**config.mk**
```make
export PLATFORM = sky130hd
export DESIGN_NAME = vpoc_top
export DESIGN_NICKNAME = d
export VERILOG_FILES = /design/src/hw/vpoc_top.v
export VERILOG_INCLUDE_DIRS = /design/src /design/src/hw
export SDC_FILE = /design/constraint.sdc
export NUM_CORES = 2
export LEC_CHECK = 0
export BUFFER_PORTS_ARGS = -buffer_cell sky130_fd_sc_hd__buf_2
export CAP_MARGIN = 20
export CORE_UTILIZATION = 49
export DETAILED_ROUTE_END_ITERATION = 8
export PLACE_DENSITY = 0.71
export RECOVER_POWER = 25
export SYNTH_ARGS = -nofsm -noshare
export SYNTH_HDL_FRONTEND = slang
export SYNTH_SLANG_ARGS = --single-unit
```
**constraint.sdc**
```tcl
create_clock -name sys_clk_i -period 24.1 [get_ports sys_clk_i]
set_input_delay 4.82 -clock sys_clk_i [delete_from_list [all_inputs] [get_ports sys_clk_i]]
set_output_delay 4.82 -clock sys_clk_i [all_outputs]
set_load 0.02 [all_outputs]
```
**src/hw/vpoc_map.vh**
```
// vpoc_map.vh: register map, field positions, reset values, limits
// assumes: included by hw/vpoc_top.v and by the bench monitor and testbench
`ifndef VPOC_MAP_VH
`define VPOC_MAP_VH
// ----------------------------------------------------------------
// register byte offsets
// ----------------------------------------------------------------
`define VPOC_ADR_CTRL     8'h00
`define VPOC_ADR_TRAVEL   8'h04
`define VPOC_ADR_BAND     8'h08
`define VPOC_ADR_PVBAND   8'h0c
`define VPOC_ADR_SETPT    8'h10
`define VPOC_ADR_MANMV    8'h14
`define VPOC_ADR_SAFEMV   8'h18
`define VPOC_ADR_STATUS   8'h1c
`define VPOC_ADR_CALRES   8'h20
// ----------------------------------------------------------------
// control bits
// ----------------------------------------------------------------
`define VPOC_CTL_CAL      0
`define VPOC_CTL_FBMODE   1
`define VPOC_CTL_DIRECT   2
`define VPOC_CTL_MANUAL   3
`define VPOC_CTL_ACT_LO   4
`define VPOC_CTL_ACT_HI   5
`define VPOC_CTL_STOP     6
`define VPOC_ACT_HOLD     2'h0
`define VPOC_ACT_OPEN     2'h1
`define VPOC_ACT_CLOSE    2'h2
// ----------------------------------------------------------------
// reset values and limits, percent in tenths, travel in seconds
// ----------------------------------------------------------------
`define VPOC_TRAVEL_DEF   10'h01e
`define VPOC_TRAVEL_MIN   10'h001
`define VPOC_TRAVEL_MAX   10'h3e7
`define VPOC_BAND_CL_DEF  8'h28
`define VPOC_BAND_FL_DEF  8'h14
`define VPOC_HYST_DEF     8'h08
`define VPOC_BAND_MIN     8'h01
`define VPOC_BAND_MAX     8'h64
`define VPOC_HYST_MAX     8'hc8
`define VPOC_PVB_MAX      16'h7e90
`define VPOC_OPEN_MIN     16'hff9c
`define VPOC_OPEN_MAX     16'h044c
`define VPOC_FULL         16'h03e8
`define VPOC_INVALID      16'h8000
`endif

```
**src/hw/vpoc_top.v**
```verilog
// vpoc_top.v: position-proportional valve drive with wishbone registers
// assumes: inputs synchronous to sys_clk_i, classic wishbone master
`timescale 1ns/1ns
`include "vpoc_map.vh"
module vpoc_top #(
    parameter CLK_HZ       = 25000000,
    parameter TENTH_CYC    = 25000,
    parameter STALL_CYC    = 25000000,
    parameter FB_W         = 12
) (
    input  wire              sys_clk_i,
    input  wire              rst_b_i,
    input  wire              ce_i,
    input  wire              wb_cyc_i,
    input  wire              wb_stb_i,
    input  wire              wb_we_i,
    input  wire [7:0]        wb_adr_i,
    input  wire [3:0]        wb_sel_i,
    input  wire [31:0]       wb_dat_i,
    output reg  [31:0]       wb_dat_o,
    output reg               wb_ack_o,
    input  wire [FB_W-1:0]   valve_feedback_input_i,
    input  wire              feedback_present_i,
    input  wire              feedback_error_i,
    input  wire              input_error_i,
    input  wire [15:0]       process_value_i,
    input  wire [15:0]       manipulated_value_i,
    input  wire              up_key_i,
    input  wire              down_key_i,
    output reg               valve_open_o,
    output reg               valve_close_o
);
// ----------------------------------------------------------------
// helpers
// ----------------------------------------------------------------
function [31:0] merge;
    input [31:0] old;
    input [31:0] nw;
    input [3:0]  sel;
    integer k;
    begin
        for (k = 0; k < 4; k = k + 1)
            merge[k*8 +: 8] = sel[k] ? nw[k*8 +: 8] : old[k*8 +: 8];
    end
endfunction
function [15:0] clamp_pct;
    input signed [16:0] v;
    begin
        if (v < $signed({1'b1, `VPOC_OPEN_MIN}))
            clamp_pct = `VPOC_OPEN_MIN;
        else if (v > $signed({1'b0, `VPOC_OPEN_MAX}))
            clamp_pct = `VPOC_OPEN_MAX;
        else
            clamp_pct = v[15:0];
    end
endfunction
function [7:0] lim8;
    input [7:0] v;
    input [7:0] hi;
    begin
        if (v < `VPOC_BAND_MIN)
            lim8 = `VPOC_BAND_MIN;
        else if (v > hi)
            lim8 = hi;
        else
            lim8 = v;
    end
endfunction
// ----------------------------------------------------------------
// registers
// ----------------------------------------------------------------
localparam S_IDLE  = 3'b001;
localparam S_OPEN  = 3'b010;
localparam S_CLOSE = 3'b100;
reg  [6:0]        ctrl;
reg  [9:0]        travel;
reg  [7:0]        band_cl;
reg  [7:0]        band_fl;
reg  [7:0]        hyst;
reg  [15:0]       pv_band;
reg  [15:0]       setpoint;
reg  [15:0]       manual_mv;
reg  [15:0]       safe_mv;
reg  [FB_W-1:0]   pos_closed;
reg  [FB_W-1:0]   pos_open;
reg  [2:0]        cal_st;
reg  [15:0]       est_open;
reg  [24:0]       drive_cnt;
reg  [15:0]       meas_open;
reg  [31:0]       stall_cnt;
reg  [31:0]       sec_cyc;
reg  [9:0]        sec_cnt;
reg  [9:0]        move_secs;
reg  [FB_W-1:0]   fb_last;
wire wb_req = wb_cyc_i & wb_stb_i & ~wb_ack_o;
wire wr     = wb_req & wb_we_i;
wire [31:0] band_word = {8'h00, hyst, band_fl, band_cl};
wire [31:0] ctrl_word = {25'h0, ctrl};
wire [31:0] trav_word = {22'h0, travel};
wire [31:0] band_new  = merge(band_word, wb_dat_i, wb_sel_i);
wire [31:0] ctrl_new  = merge(ctrl_word, wb_dat_i, wb_sel_i);
wire [31:0] trav_new  = merge(trav_word, wb_dat_i, wb_sel_i);
wire [31:0] pvb_new   = merge({16'h0, pv_band}, wb_dat_i, wb_sel_i);
wire [31:0] spt_new   = merge({16'h0, setpoint}, wb_dat_i, wb_sel_i);
// ----------------------------------------------------------------
// mode decode
// ----------------------------------------------------------------
wire fb_ok     = feedback_present_i & ~feedback_error_i;
wire floating  = ~ctrl[`VPOC_CTL_FBMODE] | ~feedback_present_i;
wire direct    = ctrl[`VPOC_CTL_DIRECT] & ~floating;
wire fault     = input_error_i | (~floating & feedback_error_i);
wire safe_on   = ctrl[`VPOC_CTL_STOP] | fault;
wire [1:0] act = ctrl[`VPOC_CTL_ACT_HI:`VPOC_CTL_ACT_LO];
wire calib     = ~cal_st[0];
wire [7:0] band = floating ? band_fl : band_cl;
// ----------------------------------------------------------------
// target position
// ----------------------------------------------------------------
wire signed [16:0] dev = $signed({setpoint[15], setpoint})
                       - $signed({process_value_i[15], process_value_i});
wire [16:0] dev_mag = dev[16] ? (~dev + 17'h00001) : dev;
wire in_pvb = dev_mag <= {1'b0, pv_band};
wire signed [16:0] dev_eff = in_pvb ? 17'h00000 : dev;
wire [15:0] auto_tgt = clamp_pct($signed({manipulated_value_i[15],
                                 manipulated_value_i}) + dev_eff);
reg  [15:0] target;
always @*
begin
    if (safe_on)
        target = safe_mv;
    else if (ctrl[`VPOC_CTL_MANUAL])
        target = manual_mv;
    else
        target = auto_tgt;
end
wire [15:0] pos_now = floating ? est_open : meas_open;
wire signed [16:0] err = $signed({target[15], target})
                       - $signed({pos_now[15], pos_now});
wire signed [16:0] s_band = $signed({9'h000, band});
wire signed [16:0] s_off  = (band > hyst) ? $signed({9'h000, band - hyst})
                                          : 17'sh00000;
// ----------------------------------------------------------------
// output decision
// ----------------------------------------------------------------
reg next_open;
reg next_close;
always @*
begin
    next_open  = valve_open_o;
    next_close = valve_close_o;
    if (calib)
    begin
        next_open  = cal_st[1];
        next_close = cal_st[2];
    end
    else if (safe_on & ~direct)
    begin
        next_open  = act == `VPOC_ACT_OPEN;
        next_close = act == `VPOC_ACT_CLOSE;
        if (act == `VPOC_ACT_HOLD)
        begin
            next_open  = 1'b0;
            next_close = 1'b0;
        end
    end
    else if (ctrl[`VPOC_CTL_MANUAL] & ~direct)
    begin
        next_open  = up_key_i & ~down_key_i;
        next_close = down_key_i & ~up_key_i;
    end
    else
    begin
        if (err > s_band)
            next_open = 1'b1;
        else if (err < s_off)
            next_open = 1'b0;
        if (err < -s_band)
            next_close = 1'b1;
        else if (err > -s_off)
            next_close = 1'b0;
    end
    if (next_open & next_close)
        next_close = 1'b0;
end
// ----------------------------------------------------------------
// measured opening divider
// ----------------------------------------------------------------
wire [FB_W:0] span = {1'b0, pos_open} - {1'b0, pos_closed};
wire neg_fb = valve_feedback_input_i < pos_closed;
wire [FB_W-1:0] off_fb = neg_fb ? pos_closed - valve_feedback_input_i
                                : valve_feedback_input_i - pos_closed;
reg  [31:0] dv_num;
reg  [FB_W:0] dv_rem;
reg  [31:0] dv_q;
reg  [5:0]  dv_i;
reg         dv_neg;
wire [FB_W+1:0] dv_try = {dv_rem, dv_num[31]} - {1'b0, span};
wire [16:0] q_s = dv_neg ? (17'h00000 - {1'b0, dv_q[15:0]})
                         : {1'b0, dv_q[15:0]};
// ----------------------------------------------------------------
// state
// ----------------------------------------------------------------
always @(posedge sys_clk_i or negedge rst_b_i)
begin
    if (!rst_b_i)
    begin
        ctrl          <= 7'h00;
        travel        <= `VPOC_TRAVEL_DEF;
        band_cl       <= `VPOC_BAND_CL_DEF;
        band_fl       <= `VPOC_BAND_FL_DEF;
        hyst          <= `VPOC_HYST_DEF;
        pv_band       <= 16'h0000;
        setpoint      <= 16'h0000;
        manual_mv     <= 16'h0000;
        safe_mv       <= 16'h0000;
        pos_closed    <= {FB_W{1'b0}};
        pos_open      <= {FB_W{1'b1}};
        cal_st        <= S_IDLE;
        est_open      <= 16'h0000;
        drive_cnt     <= 25'h0000000;
        meas_open     <= 16'h0000;
        stall_cnt     <= 32'h00000000;
        sec_cyc       <= 32'h00000000;
        sec_cnt       <= 10'h000;
        move_secs     <= 10'h000;
        fb_last       <= {FB_W{1'b0}};
        dv_num        <= 32'h00000000;
        dv_rem        <= {(FB_W+1){1'b0}};
        dv_q          <= 32'h00000000;
        dv_i          <= 6'h00;
        dv_neg        <= 1'b0;
        wb_ack_o      <= 1'b0;
        wb_dat_o      <= 32'h00000000;
        valve_open_o  <= 1'b0;
        valve_close_o <= 1'b0;
    end
    else if (ce_i)
    begin
        wb_ack_o      <= wb_req;
        valve_open_o  <= next_open;
        valve_close_o <= next_close;
        if (wr)
        begin
            if (wb_adr_i == `VPOC_ADR_CTRL)
                ctrl <= ctrl_new[6:0] | {6'h00, ctrl[0]};
            else if (wb_adr_i == `VPOC_ADR_TRAVEL)
            begin
                if (trav_new[9:0] < `VPOC_TRAVEL_MIN)
                    travel <= `VPOC_TRAVEL_MIN;
                else if (trav_new[9:0] > `VPOC_TRAVEL_MAX)
                    travel <= `VPOC_TRAVEL_MAX;
                else
                    travel <= trav_new[9:0];
            end
            else if (wb_adr_i == `VPOC_ADR_BAND)
            begin
                band_cl <= lim8(band_new[7:0], `VPOC_BAND_MAX);
                band_fl <= lim8(band_new[15:8], `VPOC_BAND_MAX);
                hyst    <= lim8(band_new[23:16], `VPOC_HYST_MAX);
            end
            else if (wb_adr_i == `VPOC_ADR_PVBAND)
                pv_band <= (pvb_new[15:0] > `VPOC_PVB_MAX) ? `VPOC_PVB_MAX
                                                           : pvb_new[15:0];
            else if (wb_adr_i == `VPOC_ADR_SETPT)
                setpoint <= spt_new[15:0];
            else if (wb_adr_i == `VPOC_ADR_MANMV)
                manual_mv <= clamp_pct({wb_dat_i[15], wb_dat_i[15:0]});
            else if (wb_adr_i == `VPOC_ADR_SAFEMV)
                safe_mv <= clamp_pct({wb_dat_i[15], wb_dat_i[15:0]});
        end
        if (wb_req & ~wb_we_i)
        begin
            if (wb_adr_i == `VPOC_ADR_CTRL)
                wb_dat_o <= ctrl_word;
            else if (wb_adr_i == `VPOC_ADR_TRAVEL)
                wb_dat_o <= trav_word;
            else if (wb_adr_i == `VPOC_ADR_BAND)
                wb_dat_o <= band_word;
            else if (wb_adr_i == `VPOC_ADR_PVBAND)
                wb_dat_o <= {16'h0000, pv_band};
            else if (wb_adr_i == `VPOC_ADR_SETPT)
                wb_dat_o <= {16'h0000, setpoint};
            else if (wb_adr_i == `VPOC_ADR_MANMV)
                wb_dat_o <= {16'h0000, manual_mv};
            else if (wb_adr_i == `VPOC_ADR_SAFEMV)
                wb_dat_o <= {16'h0000, safe_mv};
            else if (wb_adr_i == `VPOC_ADR_STATUS)
                wb_dat_o <= {fb_ok ? meas_open : `VPOC_INVALID,
                             11'h000, fb_ok, floating, calib,
                             valve_close_o, valve_open_o};
            else if (wb_adr_i == `VPOC_ADR_CALRES)
                wb_dat_o <= {{(16-FB_W){1'b0}}, pos_open,
                             {(16-FB_W){1'b0}}, pos_closed};
            else
                wb_dat_o <= 32'h00000000;
        end
        // calibration sequence
        fb_last <= valve_feedback_input_i;
        if (fb_last != valve_feedback_input_i)
        begin
            stall_cnt <= 32'h00000000;
            move_secs <= sec_cnt;
        end
        else
            stall_cnt <= stall_cnt + 32'h00000001;
        if (sec_cyc >= CLK_HZ - 1)
        begin
            sec_cyc <= 32'h00000000;
            sec_cnt <= sec_cnt + 10'h001;
        end
        else
            sec_cyc <= sec_cyc + 32'h00000001;
        case (cal_st)
            S_IDLE:
                if (ctrl[`VPOC_CTL_CAL] & fb_ok)
                begin
                    cal_st    <= S_OPEN;
                    stall_cnt <= 32'h00000000;
                end
            S_OPEN:
                if (stall_cnt >= STALL_CYC - 1)
                begin
                    pos_open  <= valve_feedback_input_i;
                    cal_st    <= S_CLOSE;
                    stall_cnt <= 32'h00000000;
                    sec_cyc   <= 32'h00000000;
                    sec_cnt   <= 10'h000;
                    move_secs <= 10'h000;
                end
            S_CLOSE:
                if (stall_cnt >= STALL_CYC - 1)
                begin
                    pos_closed <= valve_feedback_input_i;
                    travel     <= (move_secs < `VPOC_TRAVEL_MIN) ?
                                  `VPOC_TRAVEL_MIN : move_secs;
                    est_open   <= 16'h0000;
                    ctrl[`VPOC_CTL_CAL] <= 1'b0;
                    cal_st     <= S_IDLE;
                end
            default:
                cal_st <= S_IDLE;
        endcase
        if (!fb_ok & calib)
        begin
            cal_st <= S_IDLE;
            ctrl[`VPOC_CTL_CAL] <= 1'b0;
        end
        // floating estimate, one tenth per travel/1000
        if (valve_open_o | valve_close_o)
        begin
            if (drive_cnt >= travel * TENTH_CYC - 1)
            begin
                drive_cnt <= 25'h0000000;
                if (valve_open_o & est_open != `VPOC_FULL)
                    est_open <= est_open + 16'h0001;
                else if (valve_close_o & est_open != 16'h0000)
                    est_open <= est_open - 16'h0001;
            end
            else
                drive_cnt <= drive_cnt + 25'h0000001;
        end
        // measured opening, 32 divide steps, restarted every 34 cycles
        if (dv_i == 6'h00)
        begin
            dv_num <= {{(32-FB_W){1'b0}}, off_fb} * {16'h0000, `VPOC_FULL};
            dv_rem <= {(FB_W+1){1'b0}};
            dv_q   <= 32'h00000000;
            dv_neg <= neg_fb;
            dv_i   <= 6'h01;
        end
        else if (dv_i == 6'h21)
        begin
            if (span != {(FB_W+1){1'b0}})
                meas_open <= clamp_pct(q_s);
            dv_i <= 6'h00;
        end
        else
        begin
            dv_num <= {dv_num[30:0], 1'b0};
            if (!dv_try[FB_W+1])
            begin
                dv_rem <= dv_try[FB_W:0];
                dv_q   <= {dv_q[30:0], 1'b1};
            end
            else
            begin
                dv_rem <= {dv_rem[FB_W-1:0], dv_num[31]};
                dv_q   <= {dv_q[30:0], 1'b0};
            end
            dv_i <= dv_i + 6'h01;
        end
    end
end
endmodule // vpoc_top

```
==> impl_results.html <==
<table>
<tr><th>Metric</th><th>Value</th></tr>
<tr><th colspan="2">Status</th></tr>
<tr><td>Status</td><td>complete, but fails checks</td></tr>
<tr><td>Violated checks</td><td>max-capacitance violations, max-slew violations</td></tr>
<tr><th colspan="2">GRT</th></tr>
<tr><td>Initial antenna violation count</td><td>6</td></tr>
<tr><td>Largest net degree at the start of global routing</td><td>153</td></tr>
<tr><td>Total congestion overflow</td><td>0</td></tr>
<tr><td>First-pass GRT wire length</td><td>141.6 mm</td></tr>
<tr><td>Overall routing resource usage</td><td>0.2644</td></tr>
<tr><td>Number of global-route vias before repair</td><td>26210</td></tr>
<tr><th colspan="2">Worst setup path</th></tr>
<tr><td>CP most frequent cell</td><td>sky130_fd_sc_hd__ha_1</td></tr>
<tr><td>Critical path destination</td><td>valve_close_o</td></tr>
<tr><td>Required time worst endpoint</td><td>24590 ps</td></tr>
<tr><td>Beginning of the critical path</td><td>process_value_i[0]</td></tr>
<tr><td>Arrival time at the worst endpoint</td><td>17870 ps</td></tr>
<tr><td>R2r startpoint</td><td>setpoint[0]</td></tr>
<tr><td>Reg2Reg Depth</td><td>52</td></tr>
<tr><td>Largest stage delay, worst path</td><td>610 ps</td></tr>
<tr><td>Cell type of the slowest stage on the worst timing path</td><td>sky130_fd_sc_hd__or4b_2</td></tr>
<tr><td>Worst-path maximum fanout</td><td>13</td></tr>
<tr><td>Critical Path Source Type</td><td>input port</td></tr>
<tr><td>Worst Path Class, Setup</td><td>input port to register</td></tr>
<tr><td>Worst flop-to-flop path endpoint</td><td>valve_close_o</td></tr>
<tr><td>Minimum setup slack among reg-to-reg paths</td><td>10560 ps</td></tr>
<tr><td>Kind of capture point of the worst setup path</td><td>register</td></tr>
<tr><th colspan="2">STA</th></tr>
<tr><td>Endpoints failing setup</td><td>0</td></tr>
<tr><td>Time the worst path needs with I/O delays and setup</td><td>17380 ps</td></tr>
<tr><td>Count of final hold-check violations</td><td>0</td></tr>
<tr><td>Number of pins exceeding their max-slew limit in the final report</td><td>433</td></tr>
<tr><td>Setup TNS Final</td><td>0 ps</td></tr>
<tr><td>Slew at the pin with the worst max-slew slack</td><td>7780 ps</td></tr>
<tr><td>Worst slew margin</td><td>-4.187</td></tr>
<tr><td>Setup repair after global routing missed its margin</td><td>false</td></tr>
<tr><td>Max Fclk</td><td>57.53 MHz</td></tr>
<tr><td>Worst clock skew on the final layout</td><td>26.69 ps</td></tr>
<tr><td>Final worst path period share</td><td>0.7212</td></tr>
<tr><th colspan="2">Clock tree</th></tr>
<tr><td>TritonCTS Sinks</td><td>385</td></tr>
<tr><td>Buffers inserted by post-CTS timing repair</td><td>0</td></tr>
<tr><td>Clock insertion delay at the later pin of the skew report</td><td>600 ps</td></tr>
<tr><td>Number of H-tree levels</td><td>2</td></tr>
<tr><td>CTS max path bufs</td><td>3</td></tr>
<tr><td>CTS buffer count</td><td>46</td></tr>
<tr><td>Hold buffer count at CTS</td><td>0</td></tr>
<tr><td>CTS tree</td><td>done</td></tr>
<tr><td>Clock slew seen by the registers of the worst setup and hold paths</td><td>60 ps</td></tr>
<tr><td>Post-CTS Resized</td><td>0</td></tr>
<tr><td>CTS Root Buffer Type</td><td>sky130_fd_sc_hd__clkbuf_16</td></tr>
<tr><th colspan="2">Power</th></tr>
<tr><td>Fraction of power spent switching nets</td><td>0.3971</td></tr>
<tr><td>Total internal power</td><td>0.001683 W</td></tr>
<tr><td>Total power divided by cell area</td><td>80.14 mW/mm^2</td></tr>
<tr><td>Gate power share</td><td>0.469</td></tr>
<tr><td>Sequential share of power</td><td>0.279</td></tr>
<tr><td>IR Drop Worst-Case VDD</td><td>105.6 uV</td></tr>
<tr><td>Switching power total</td><td>0.001108 W</td></tr>
<tr><td>Total power of the final layout</td><td>0.002791 W</td></tr>
<tr><td>Part of the total power dissipated in the clock network</td><td>0.252</td></tr>
<tr><td>Total leakage power</td><td>16.53 nW</td></tr>
<tr><th colspan="2">Final layout</th></tr>
<tr><td>Commonest non-fill, non-tap cells in the layout</td><td>sky130_fd_sc_hd__nand2_1, sky130_fd_sc_hd__dfrtp_1, sky130_fd_sc_hd__o21ai_0, sky130_fd_sc_hd__ha_1, sky130_fd_sc_hd__inv_1</td></tr>
<tr><td>Number of inserted filler cells in the final layout</td><td>5996</td></tr>
<tr><td>Most common library cell in the layout ignoring fill and taps</td><td>sky130_fd_sc_hd__nand2_1</td></tr>
<tr><td>Share of post-route cells with drive strength above 1</td><td>0.08900</td></tr>
<tr><td>Area Growth Syn to Fin</td><td>9.026%</td></tr>
<tr><td>Combined flip-flop and latch cell area</td><td>0.009662 mm^2</td></tr>
<tr><td>Final #Nets</td><td>4259</td></tr>
<tr><td>Multi-input combinational cell area</td><td>0.02072 mm^2</td></tr>
<tr><th colspan="2">Drt</th></tr>
<tr><td>Final routed wire length divided by cell count</td><td>18.90 um</td></tr>
<tr><td>Number of optimization iterations in the first detailed-route pass</td><td>9</td></tr>
<tr><td>Total via count in the routed design</td><td>27940</td></tr>
<tr><td>Initial drt markers</td><td>2803</td></tr>
<tr><td>Total wire length</td><td>88.16 mm</td></tr>
<tr><td>Post-route DRC</td><td>0</td></tr>
<tr><td>Ratio of routed vias to standard cells</td><td>5.989</td></tr>
<tr><td>Antenna Nets Post-Route</td><td>0</td></tr>
<tr><th colspan="2">Worst hold path</th></tr>
<tr><td>Worst min path class</td><td>register to register</td></tr>
<tr><th colspan="2">Place</th></tr>
<tr><td>Global placement routability congestion</td><td>0.9558</td></tr>
<tr><td># port buffers</td><td>124</td></tr>
<tr><td>HPWL Detailed</td><td>67.16 mm</td></tr>
<tr><th colspan="2">Floorplanning</th></tr>
<tr><td>Die outline area</td><td>0.06620 mm^2</td></tr>
<tr><td>I/O pin cnt</td><td>134</td></tr>
<tr><td>Placeable Area</td><td>0.06446 mm^2</td></tr>
<tr><td>Width of the die</td><td>257.3 um</td></tr>
<tr><td>Row cnt</td><td>93</td></tr>
<tr><td>Initial standard-cell utilization of the core</td><td>0.4954</td></tr>
<tr><td>Die height</td><td>257.3 um</td></tr>
<tr><th colspan="2">Flow run</th></tr>
<tr><td>Maximum Capacitance Violations</td><td>5</td></tr>
<tr><th colspan="2">Yosys</th></tr>
<tr><td>Flip-flop cell with the highest count after synthesis</td><td>sky130_fd_sc_hd__dfrtp_1</td></tr>
<tr><td>Sequential-to-total area share from yosys stat</td><td>0.3025</td></tr>
<tr><td>Yosys Warn Count</td><td>0</td></tr>
<tr><td>Mapped Cells</td><td>3715</td></tr>
<tr><td>Proportion of synthesized flip-flops having asynchronous set or reset</td><td>1.000</td></tr>
<tr><td>Number of nets produced by synthesis</td><td>4202</td></tr>
<tr><td>Unique masters post-synth</td><td>96</td></tr>
<tr><td>Area of the mapped netlist</td><td>0.03194 mm^2</td></tr>
<tr><td>Flip-flop and latch count after synthesis</td><td>385</td></tr>
<tr><td>Number of enable flip-flop cells after synthesis</td><td>0</td></tr>
<tr><td>Average cell area after synthesis</td><td>8.597 um^2</td></tr>
</table>
==> layer usage <==
metal  global-route usage  wire, um
met1               0.3708     39400
met2               0.4075     38310
met3              0.05240      7516
met4              0.08679      2867
met5                    0        64
==> state kept, by name, indices dropped and copies added (netlist names), 13 cells and up <==
name / flops
dv_num: 29
stall_cnt: 32
safe_mv: 16
pv_band: 16
dv_q: 16
est_open: 16
sec_cyc: 32
wb_dat_o: 32
meas_open: 16
dv_rem: 13
setpoint: 16
manual_mv: 16
drive_cnt: 25
==> worst min-delay path by stage <==
stage	start	slack [ps]	end	depth (start not counted)
CTS	wb_dat_o[0]	480	wb_dat_o[0]	2
floorplan	stall_cnt[20]	440	stall_cnt[20]	1
global placement	wb_dat_o[10]	460	wb_dat_o[10]	2
global route	dv_num[30]	490	dv_num[30]	2
detailed placement	stall_cnt[20]	460	stall_cnt[20]	1
finish	dv_num[24]	480	dv_num[24]	2
==> through the flow <==
stage,instances,hold WS (ps),utilization,setup WS (ps),instance area [um^2]
2_1_floorplan,3715,437.5,-,8169,31940
3_3_place_gp,4578,458.2,0.5171,6673,33330
3_5_place_dp,4579,464.5,0.5172,6522,33340
4_1_cts,4664,479.3,0.5408,7039,34860
5_1_grt,4664,489.8,0.5401,5729,34820
6_report,4665,477.2,0.5401,6718,34820
==> final cells by class <==
cell class                      instances  area share
Antenna cell                            1  0.00007187
Clock buffer                           67     0.03791
Clock inverter                         18    0.005642
Inverter                              274     0.02954
Multi-Input combinational cell       2912      0.5950
Sequential cell                       385      0.2775
Tap cell                              855     0.03072
Timing Repair Buffer                  153     0.02368
==> Yosys cell counts, types with 65 or more instances <==
master / n / share of area
sky130_fd_sc_hd__dfrtp_1: 363 / 0.28
sky130_fd_sc_hd__a21oi_1: 173 / 0.027
sky130_fd_sc_hd__nor2_1: 238 / 0.028
sky130_fd_sc_hd__nor3_1: 78 / 0.012
sky130_fd_sc_hd__o21ai_0: 341 / 0.053
sky130_fd_sc_hd__nand3_1: 93 / 0.015
sky130_fd_sc_hd__and3_1: 68 / 0.013
sky130_fd_sc_hd__xor2_1: 76 / 0.021
sky130_fd_sc_hd__nand2_1: 417 / 0.049
sky130_fd_sc_hd__fa_1: 65 / 0.041
sky130_fd_sc_hd__clkbuf_1: 135 / 0.016
sky130_fd_sc_hd__ha_1: 323 / 0.13
sky130_fd_sc_hd__xnor2_1: 120 / 0.033
sky130_fd_sc_hd__inv_1: 274 / 0.032
==> critical path: cells and delay by family <==
family / cells / cell delay, ps
xor+xnor: 4 / 970
mux: 1 / 470
buf+inv: 3 / 490
fa+ha+maj: 7 / 2150
compound gates: 22 / 5470
simple gates: 14 / 3450
==> power by group through the flow <==
stage	sequential (W)	combinational, W	clock [W]
after floorplan	0.000756	0.00104	0
after global placement	0.000786	0.00128	0
after detailed placement	0.000788	0.00130	0
after CTS	0.000777	0.00131	0.000712
after global routing	0.000787	0.00149	0.000738
final	0.000778	0.00131	0.000703
==> kinds of logic (layout without fill, tap and decap cells) <==
logic type | Yosys count | in the layout | share of synthesized area
buffers and inverters | 418 | 512 | 0.04964
muxes | 112 | 112 | 0.03698
adders and majority gates | 389 | 389 | 0.1676
xor gates and xnor gates | 197 | 197 | 0.05426
AOI/OAI and AO/OA | 1015 | 1015 | 0.2078
other | 0 | 1 | 0
and+or+nand+nor | 1199 | 1199 | 0.1812
DFF | 385 | 385 | 0.3025
No activity file was read; power rests on OpenSTA's default activity.
